`src/pkg/vlt_regs.vh`:
```
// Register offsets, field positions, reset values and timing counts for the VID link control
`ifndef VLT_REGS_VH
`define VLT_REGS_VH
// Register byte offsets
`define VLT_OFF_CFG      12'h000
`define VLT_OFF_ADDR     12'h004
`define VLT_OFF_BOOT     12'h008
`define VLT_OFF_SLEW     12'h00C
`define VLT_OFF_WP0      12'h010
`define VLT_OFF_WP1      12'h014
`define VLT_OFF_WP2      12'h018
`define VLT_OFF_WP3      12'h01C
`define VLT_OFF_PERIOD   12'h020
`define VLT_OFF_DUTY     12'h024
`define VLT_OFF_STATUS   12'h028
// Configuration word fields
`define VLT_CFG_EN       0
`define VLT_CFG_NEWMODE  1
`define VLT_CFG_RES5     2
`define VLT_CFG_BOOTREG  3
`define VLT_CFG_AC_LO    4
`define VLT_CFG_AC_HI    5
// Reset values
`define VLT_RST_CFG      6'h00
`define VLT_RST_ADDR     4'h2
`define VLT_RST_BOOT     8'h00
`define VLT_RST_SLEW     6'h00
`define VLT_RST_PERIOD   12'h080
`define VLT_RST_DUTY     12'h040
// Broadcast addresses and broadcast option codes
`define VLT_BC_MEM       4'hE
`define VLT_BC_CPU       4'hF
`define VLT_AC_BOTH      2'h0
`define VLT_AC_MEM       2'h1
`define VLT_AC_CPU       2'h2
// Frame commands
`define VLT_CMD_VFAST    4'h1
`define VLT_CMD_VSLOW    4'h2
`define VLT_CMD_SETWP    4'h3
`define VLT_CMD_SETPS    4'h4
`define VLT_FRAME_BITS   5'd16
// Timing: link idle timeout in cycles, fixed PWM off time in cycles
`define VLT_LINK_TO      8'h40
`define VLT_OFF_MIN      12'h00A
// Step thresholds: step_mV * 125 cycles/us * 2 (half mV/us) * 16 (fraction)
`define VLT_THR_5MV      17'h04E20
`define VLT_THR_10MV     17'h09C40
`define VLT_FAST_LAST    4'hC
`define VLT_RATE_MAX     8'hA0
`endif

```
`src/logic/vlt_ctrl.v`:
```
// VID link target control: link receiver, reference ramp, PWM limiter, APB registers
//
// The implementer's own choices: the address map and the APB slave port.
`timescale 1ns/1ns
`default_nettype none
`include "vlt_regs.vh"
module vlt_ctrl (
  input  wire        pclk,              // System clock, 125 MHz
  input  wire        presetn,           // Asynchronous reset, active low
  input  wire        psel,              // APB select
  input  wire        penable,           // APB access phase
  input  wire        pwrite,            // APB write
  input  wire [11:0] paddr,             // APB byte address
  input  wire [31:0] pwdata,            // APB write data
  output reg  [31:0] prdata,            // APB read data
  output reg         pready,            // APB ready
  output reg         pslverr,           // APB error on unmapped address
  input  wire        link_clk,          // Link clock from host
  input  wire        link_data,         // Link data from host
  output reg         alert_n,           // Link alert to host, active low
  output reg  [7:0]  vid_ref,           // Ramping reference VID code
  output reg  [1:0]  power_state,       // Current power state
  output reg         cycle_blank_pulse, // Blank pulse at switching cycle start
  output reg         high_side_switch,  // High-side gate drive
  output reg         low_side_switch    // Low-side gate drive
);
  //--------------------------------------------------------------
  // Register storage
  //--------------------------------------------------------------
  reg  [5:0]  nvcfg_r;
  reg  [3:0]  tgt_addr_r;
  reg  [7:0]  boot_r;
  reg  [5:0]  slew_r;
  reg  [7:0]  wp_r [0:3];
  reg  [11:0] period_r;
  reg  [11:0] duty_r;
  reg  [7:0]  target_r;
  reg         slow_sel_r;
  reg  [16:0] acc_r;
  reg         ramping_r;
  reg         en_d_r;
  // A write lands only at the edge where the master samples ready high
  wire        wr_en = psel & penable & pwrite & pready;
  wire        rd_en = psel & penable & ~pwrite & ~pready;
  //--------------------------------------------------------------
  // Link input synchronisers and frame receiver
  //--------------------------------------------------------------
  reg  [2:0]  lclk_s_r;
  reg  [1:0]  ldat_s_r;
  reg  [4:0]  bit_cnt_r;
  reg  [15:0] shift_r;
  reg  [7:0]  idle_cnt_r;
  reg         frame_done_r;
  // Two flops before use; third stage only feeds the edge detector
  always @(posedge pclk or negedge presetn) begin
    if (!presetn) begin
      lclk_s_r <= 3'b000;
      ldat_s_r <= 2'b00;
    end else begin
      lclk_s_r <= {lclk_s_r[1:0], link_clk};
      ldat_s_r <= {ldat_s_r[0], link_data};
    end
  end
  wire lclk_rise = lclk_s_r[1] & ~lclk_s_r[2];
  // clock and data in
  // Start bit is a low sample, then 16 bits MSB first; an idle timeout resyncs the frame
  always @(posedge pclk or negedge presetn) begin
    if (!presetn) begin
      bit_cnt_r    <= 5'd0;
      shift_r      <= 16'h0000;
      idle_cnt_r   <= 8'h00;
      frame_done_r <= 1'b0;
    end else begin
      frame_done_r <= 1'b0;
      if (lclk_rise) begin
        idle_cnt_r <= 8'h00;
        if (bit_cnt_r == 5'd0) begin
          if (!ldat_s_r[1])
            bit_cnt_r <= 5'd1;
        end else begin
          shift_r <= {shift_r[14:0], ldat_s_r[1]};
          if (bit_cnt_r == `VLT_FRAME_BITS) begin
            bit_cnt_r    <= 5'd0;
            frame_done_r <= 1'b1;
          end else begin
            bit_cnt_r <= bit_cnt_r + 5'd1;
          end
        end
      end else if (idle_cnt_r == `VLT_LINK_TO) begin
        bit_cnt_r <= 5'd0;
      end else begin
        idle_cnt_r <= idle_cnt_r + 8'h01;
      end
    end
  end
  //--------------------------------------------------------------
  // Address decode
  //--------------------------------------------------------------
  wire [3:0] f_addr = shift_r[15:12];
  wire [3:0] f_cmd  = shift_r[11:8];
  wire [7:0] f_data = shift_r[7:0];
  wire [1:0] ac_cfg = nvcfg_r[`VLT_CFG_AC_HI:`VLT_CFG_AC_LO];
  // 0F for processor rail, 0E for memory rail
  wire bc_mem_ok = (ac_cfg == `VLT_AC_BOTH) | (ac_cfg == `VLT_AC_MEM);
  wire bc_cpu_ok = (ac_cfg == `VLT_AC_BOTH) | (ac_cfg == `VLT_AC_CPU);
  wire is_bc     = ((f_addr == `VLT_BC_MEM) & bc_mem_ok) | ((f_addr == `VLT_BC_CPU) & bc_cpu_ok);
  wire is_mine   = (f_addr == tgt_addr_r);
  wire accept    = frame_done_r & (is_mine | is_bc);
  //--------------------------------------------------------------
  // Mode, resolution and boot selection
  //--------------------------------------------------------------
  wire new_mode = nvcfg_r[`VLT_CFG_NEWMODE];
  // newer mode picks 5 or 10 mV
  wire res_5mv  = new_mode & nvcfg_r[`VLT_CFG_RES5];
  // older boot from register if set
  wire [7:0] boot_vid = (new_mode | nvcfg_r[`VLT_CFG_BOOTREG]) ? boot_r : 8'h00;
  wire en_rise = nvcfg_r[`VLT_CFG_EN] & ~en_d_r;
  //--------------------------------------------------------------
  // Slew rate: increment per cycle in 1/16 of half mV/us
  //--------------------------------------------------------------
  wire [3:0]  fast_idx = slew_r[3:0];
  wire [7:0]  rate_half = (fast_idx > `VLT_FAST_LAST) ? `VLT_RATE_MAX :
                          (8'd20 + {1'b0, fast_idx, 3'b000} + {3'b000, fast_idx, 1'b0});
  wire [11:0] rate_fx  = {rate_half, 4'h0};
  // slow = fast over 2, 4, 8, 16
  wire [2:0]  sh       = slow_sel_r ? ({1'b0, slew_r[5:4]} + 3'd1) : 3'd0;
  wire [11:0] inc      = rate_fx >> sh;
  wire [16:0] thr      = res_5mv ? `VLT_THR_5MV : `VLT_THR_10MV;
  wire [16:0] acc_sum  = acc_r + {5'b00000, inc};
  wire        step     = ramping_r & (acc_sum >= thr);
  //--------------------------------------------------------------
  // Target, ramp and alert
  //--------------------------------------------------------------
  // Ramp reaching the target raises alert; a new accepted frame clears it, set wins
  always @(posedge pclk or negedge presetn) begin
    if (!presetn) begin
      target_r    <= 8'h00;
      slow_sel_r  <= 1'b0;
      power_state <= 2'b00;
      vid_ref     <= 8'h00;
      acc_r       <= 17'h00000;
      ramping_r   <= 1'b0;
      alert_n     <= 1'b1;
      en_d_r      <= 1'b0;
    end else begin
      en_d_r <= nvcfg_r[`VLT_CFG_EN];
      if (en_rise) begin
        target_r   <= boot_vid;
        slow_sel_r <= 1'b0;
      end else if (accept) begin
        case (f_cmd)
          `VLT_CMD_VFAST: begin
            target_r   <= f_data;
            slow_sel_r <= 1'b0;
          end
          `VLT_CMD_VSLOW: begin
            target_r   <= f_data;
            slow_sel_r <= 1'b1;
          end
          `VLT_CMD_SETWP: begin
            if (is_bc) begin
              target_r    <= wp_r[f_data[1:0]];
              slow_sel_r  <= 1'b0;
              power_state <= f_data[7:6];
            end
          end
          `VLT_CMD_SETPS: begin
            power_state <= f_data[1:0];
          end
          default: begin
            target_r <= target_r;
          end
        endcase
      end
      ramping_r <= (vid_ref != target_r);
      if (!ramping_r) begin
        acc_r <= 17'h00000;
      end else if (step) begin
        acc_r   <= acc_sum - thr;
        vid_ref <= (target_r > vid_ref) ? vid_ref + 8'h01 : vid_ref - 8'h01;
      end else begin
        acc_r <= acc_sum;
      end
      if (step && ((vid_ref + 8'h01 == target_r) || (vid_ref - 8'h01 == target_r)))
        alert_n <= 1'b0;
      else if (accept)
        alert_n <= 1'b1;
    end
  end
  //--------------------------------------------------------------
  // PWM cycle counter and duty limiter
  //--------------------------------------------------------------
  reg  [11:0] pwm_cnt_r;
  reg  [11:0] per_sh_r;
  reg  [11:0] duty_sh_r;
  wire        wrap_w   = (pwm_cnt_r + 12'h001 >= per_sh_r);
  wire [11:0] cnt_nxt  = wrap_w ? 12'h000 : pwm_cnt_r + 12'h001;
  // Settings apply only from a cycle start, so a write never cuts the off time short
  wire [11:0] per_use  = wrap_w ? period_r : per_sh_r;
  wire [11:0] duty_use = wrap_w ? duty_r : duty_sh_r;
  wire [11:0] blank_w  = {3'b000, per_use[11:3]};
  wire [11:0] guard_w  = (blank_w > `VLT_OFF_MIN) ? blank_w : `VLT_OFF_MIN;
  wire [11:0] lim_w    = (per_use > guard_w) ? (per_use - guard_w) : 12'h000;
  wire [11:0] duty_eff = (duty_use < lim_w) ? duty_use : lim_w;
  wire [11:0] on_start = per_use - duty_eff;
  // On-time sits at the end of the cycle, so the blank and off time lead each cycle
  always @(posedge pclk or negedge presetn) begin
    if (!presetn) begin
      pwm_cnt_r         <= 12'h000;
      per_sh_r          <= `VLT_RST_PERIOD;
      duty_sh_r         <= `VLT_RST_DUTY;
      cycle_blank_pulse <= 1'b0;
      high_side_switch  <= 1'b0;
      low_side_switch   <= 1'b0;
    end else begin
      pwm_cnt_r <= cnt_nxt;
      if (wrap_w) begin
        per_sh_r  <= period_r;
        duty_sh_r <= duty_r;
      end
      cycle_blank_pulse <= (cnt_nxt < blank_w);
      high_side_switch  <= (duty_eff != 12'h000) & (cnt_nxt >= on_start);
      low_side_switch   <= ~((duty_eff != 12'h000) & (cnt_nxt >= on_start));
    end
  end
  //--------------------------------------------------------------
  // APB slave: one wait state, ready and data registered
  //--------------------------------------------------------------
  reg [31:0] rd_mux;
  reg        rd_hit;
  always @* begin
    rd_hit = 1'b1;
    rd_mux = 32'h0000_0000;
    case (paddr)
      `VLT_OFF_CFG:    rd_mux = {26'h000_0000, nvcfg_r};
      `VLT_OFF_ADDR:   rd_mux = {28'h000_0000, tgt_addr_r};
      `VLT_OFF_BOOT:   rd_mux = {24'h00_0000, boot_r};
      `VLT_OFF_SLEW:   rd_mux = {26'h000_0000, slew_r};
      `VLT_OFF_WP0:    rd_mux = {24'h00_0000, wp_r[0]};
      `VLT_OFF_WP1:    rd_mux = {24'h00_0000, wp_r[1]};
      `VLT_OFF_WP2:    rd_mux = {24'h00_0000, wp_r[2]};
      `VLT_OFF_WP3:    rd_mux = {24'h00_0000, wp_r[3]};
      `VLT_OFF_PERIOD: rd_mux = {20'h0_0000, period_r};
      `VLT_OFF_DUTY:   rd_mux = {20'h0_0000, duty_r};
      `VLT_OFF_STATUS: rd_mux = {11'h000, ~alert_n, slow_sel_r, ramping_r, power_state,
                                 target_r, vid_ref};
      default:         rd_hit = 1'b0;
    endcase
  end
  // Writes land at the ready edge; status is read-only
  always @(posedge pclk or negedge presetn) begin
    if (!presetn) begin
      pready     <= 1'b0;
      pslverr    <= 1'b0;
      prdata     <= 32'h0000_0000;
      nvcfg_r    <= `VLT_RST_CFG;
      tgt_addr_r <= `VLT_RST_ADDR;
      boot_r     <= `VLT_RST_BOOT;
      slew_r     <= `VLT_RST_SLEW;
      period_r   <= `VLT_RST_PERIOD;
      duty_r     <= `VLT_RST_DUTY;
      wp_r[0]    <= 8'h00;
      wp_r[1]    <= 8'h00;
      wp_r[2]    <= 8'h00;
      wp_r[3]    <= 8'h00;
    end else begin
      pready  <= psel & penable & ~pready;
      pslverr <= psel & penable & ~pready & ~(rd_hit & ~(pwrite & (paddr == `VLT_OFF_STATUS)));
      if (rd_en)
        prdata <= rd_hit ? rd_mux : 32'h0000_0000;
      if (wr_en) begin
        case (paddr)
          `VLT_OFF_CFG:    nvcfg_r    <= pwdata[5:0];
          `VLT_OFF_ADDR:   tgt_addr_r <= pwdata[3:0];
          `VLT_OFF_BOOT:   boot_r     <= pwdata[7:0];
          `VLT_OFF_SLEW:   slew_r     <= pwdata[5:0];
          `VLT_OFF_WP0:    wp_r[0]    <= pwdata[7:0];
          `VLT_OFF_WP1:    wp_r[1]    <= pwdata[7:0];
          `VLT_OFF_WP2:    wp_r[2]    <= pwdata[7:0];
          `VLT_OFF_WP3:    wp_r[3]    <= pwdata[7:0];
          `VLT_OFF_PERIOD: period_r   <= pwdata[11:0];
          `VLT_OFF_DUTY:   duty_r     <= pwdata[11:0];
          default:         boot_r     <= boot_r;
        endcase
      end
    end
  end
endmodule // vlt_ctrl
`default_nettype wire

```
`config.mk`:
```
export PLATFORM = sky130hd
export DESIGN_NAME = vlt_ctrl
export DESIGN_NICKNAME = d
export VERILOG_FILES = /design/src/logic/vlt_ctrl.v
export VERILOG_INCLUDE_DIRS = /design/src /design/src/pkg
export SDC_FILE = /design/constraint.sdc
export NUM_CORES = 1
export LEC_CHECK = 0
export ABC_AREA = 0
export BUFFER_PORTS_ARGS = -buffer_cell sky130_fd_sc_hd__buf_2
export CORE_MARGIN = 1.5
export CORE_UTILIZATION = 56
export DETAILED_ROUTE_END_ITERATION = 7
export HOLD_SLACK_MARGIN = 0.03
export PLACE_DENSITY = 0.8
export SLEW_MARGIN = 20
export SYNTH_ARGS = -nofsm -noshare
export SYNTH_HDL_FRONTEND = slang
export SYNTH_SLANG_ARGS = --single-unit
export TNS_END_PERCENT = 20
```
`constraint.sdc`:
```
create_clock -name pclk -period 11.1 [get_ports pclk]
set_input_delay 1.665 -clock pclk [delete_from_list [all_inputs] [get_ports pclk]]
set_output_delay 1.665 -clock pclk [all_outputs]
set_load 0.02 [all_outputs]
```
==> flow_metrics.tcl <==
set metrics [dict create \
    grt_util_met1_pct 36.7 \
    yosys-top-cells-area "dfrtp_1, ha_1, mux2_2, nand2_1, nor2_1" \
    hold_class "flop to flop" \
    avgSynthCellArea_um2 9.69 \
    combPwrFrac_pct 27.7 \
    crit_buf_inv 3 \
    grtUsageMet2_pct 49.1 \
    synthTopCellsByCount "dfrtp_1, nand2_1, nor2_1, mux2_2, ha_1" \
    synth_seq_area_share_pct 38.0 \
    yosysWarnings 0 \
    path_max_fanout 13 \
    synth.most_common_cell "dfrtp_1" \
    p_leak_uw 0.00757 \
    syn-cell-area_mm2 0.0142 \
    pwr-share-clk_pct 36.5 \
    start_kind "flop" \
    finalClockSkew_ns 0.00788 \
    cts-buffers-inserted 24 \
    netSwitchingFraction_pct 31.3 \
    powerDensity_mw_per_mm2 156 \
    dieArea_mm2 0.0264 \
    cts.sinks 216 \
    grt.busiest_layer "met2" \
    yosysTopAreaCell "dfrtp_1" \
    wl_um 37700 \
    drive_above_1_share_pct 19.1 \
    rsz0062_at_grt "false" \
    cts.clk_slew.worst_paths_ns 0.07 \
    io_buffers 67 \
    startpoint "pwm_cnt_r[0]" \
    gp_congestion 0.948 \
    ys_ff_latch 216 \
    die_w_um 163 \
    io_pins 99 \
    fmax_mhz 95.9 \
    rr_startpoint "pwm_cnt_r[0]" \
    status "finished, final reports clean" \
    routedWlPerCell_um 19.9 \
    ys.flop_type "dfrtp_1" \
    root_buffer "clkbuf_16" \
    drtIter0Drc 1169 \
    via_per_inst 6.33 \
    synthCells 1471 \
    antenna_found_initial 1 \
    crit_family "compound AO/OA/AOI/OAI gates" \
    end_kind "flop" \
    finalHoldViolCount 0 \
    area_growth_pct 11.8 \
    initial_core_util_pct 56.7 \
    rows 58 \
    finalCriticalPeriod_ns 10.43 \
    p_switching_uw 775 \
    diodes 0 \
    grt_use_met3_pct 3.57 \
    seqPwrFrac_pct 35.8 \
    cp_common_cell "ha_1" \
    cts_tree "built" \
    fin_area_mm2 0.0159 \
    cp_slowest_cell "or3_2" \
    irDropWorstVdd_mv 0.131 \
    finalNetCount 1701 \
    synth.top_cell.area_share_pct 36.9 \
    die_height_um 163 \
    max-slew-margin-rel_pct 25.2 \
    slowest_delay_ns 0.47 \
    cp.arrival_ns 10.88 \
    worstMarginPinSlew_ns 1.12 \
    synth_edf_count 0 \
    firstDrtPassIters 7 \
    p_int_uw 1710 \
    synth_cell_type_count 103 \
    clockBufferDepth 3 \
    setup-tns-final_ns 0 \
    path_class "flop to flop" \
    slew_viol_final 0 \
    antenna_left 0 \
    min_period_over_period_pct 93.9 \
    cts-htree-levels 1 \
    clkLatencyLatePin_ns 0.53 \
    core_area_mm2 0.0251 \
    hp-start "lclk_s_r[0]" \
    grt_pass1_vias 11900 \
    dp_hpwl_um 27500 \
    drv_cap 0 \
    synthArstFlopShare_pct 100 \
    via_count 12000 \
    setup_viol 0 \
    gr-total-overflow 0 \
    grtUsageTotal_pct 28.9 \
    grt_max_degree 82 \
    route.detailed.drc 0 \
    grt_first_pass_wirelength_um 61100 \
    hold_buffers 0 \
    cp.required_ns 11.55 \
    placed_area_mm2 0.0150 \
]
[registers in the layout (all words and copies together), names as in the netlist, 4 cells and up]
| name | cells |
|---|---|
| slew_r | 6 |
| prdata | 21 |
| duty_r | 12 |
| idle_cnt_r | 8 |
| acc_r | 17 |
| per_sh_r | 12 |
| period_r | 12 |
| wp_r | 32 |
| duty_sh_r | 12 |
| nvcfg_r | 6 |
| shift_r | 16 |
| pwm_cnt_r | 12 |
| boot_r | 8 |
| tgt_addr_r | 4 |
| bit_cnt_r | 5 |
| target_r | 8 |
| vid_ref | 8 |
[stage by stage]
step           total power (µW)  setup slack (ns)  cells  util (%)  hold WS (ns)
2_1_floorplan              1390             0.767   1481         -         0.331
3_3_place_gp               1550             0.752   1851      59.6         0.333
3_5_place_dp               1570             0.512   1851      59.6         0.341
4_1_cts                    2480             0.442   1895      63.3         0.356
5_1_grt                    2590            0.0138   1898      63.5         0.358
6_report                   2480             0.675   1898      63.5         0.353
[power by group through the flow]
stage                     logic, µW  clock network (µW)  registers, µW
after floorplan                 513                   0            880
after global placement          654                   0            897
after detailed placement        674                   0            900
after CTS                       680                 914            886
after global routing            756                 947            892
final                           686                 906            888
[what timing repair did]
action	CTS	global route
endpoints found under the setup margin	0	2
buffers inserted	0	3
resized for setup	0	3
[per-layer routing]
layer | vias to the layer above | routed length [µm]
met2 | 516 | 17900
met3 | 133 | 2310
met1 | 5814 | 15700
met4 | 2 | 1850
met5 | - | 12
li1 | 5542 | -
[placed cells by master (no fill, tap or decap), types with 40 or more instances in the layout]
master	n
dfrtp_1	210
nand2_1	123
nor2_1	115
mux2_2	106
ha_1	96
o21ai_0	84
inv_1	79
a21oi_1	69
buf_2	66
xnor2_1	46
nor3_1	40
[logic make-up after synthesis]
logic type,synth area share (%)
and+or+nand+nor,16.1
AOI/OAI and AO/OA,17.4
DFF,38.0
muxes,10.9
buffers and inverters,3.78
adders and majority gates,9.35
xor gates and xnor gates,4.43
other,0.0263
[cell type report]
cell class                 instances  area, µm²
multi-input combinational       1137       8360
clock inverter                    10        168
timing repair buffer              92        537
sequential                       216       5410
inverter                          79        297
clock buffer                      34        749
tap                              330        413
fill                            2002       9170
[path summary, 6_finish.rpt]
path,cells past startpoint,endpoint,slack (ns)
worst min register to register,0,lclk_s_r[1],0.35
min in group asynchronous,1,acc_r[16],1.05
worst max-delay path,42,low_side_switch,0.67
worst min-delay path,0,lclk_s_r[1],0.35
worst max register to register,42,low_side_switch,0.67
max in group asynchronous,2,duty_r[8],8.66
[worst register-to-register path: cells and delay by family (launching register included)]
family | cells | cell delay (ns)
adder cells (fa/ha/maj) | 7 | 2.01
AND/OR/NAND/NOR | 14 | 3.35
buffers and inverters | 3 | 0.29
XOR/XNOR | 1 | 0.13
multiplexers | 2 | 0.40
flip-flops | 1 | 0.45
AO/OA/AOI/OAI | 15 | 3.71
(Power assumes the default switching activity.)
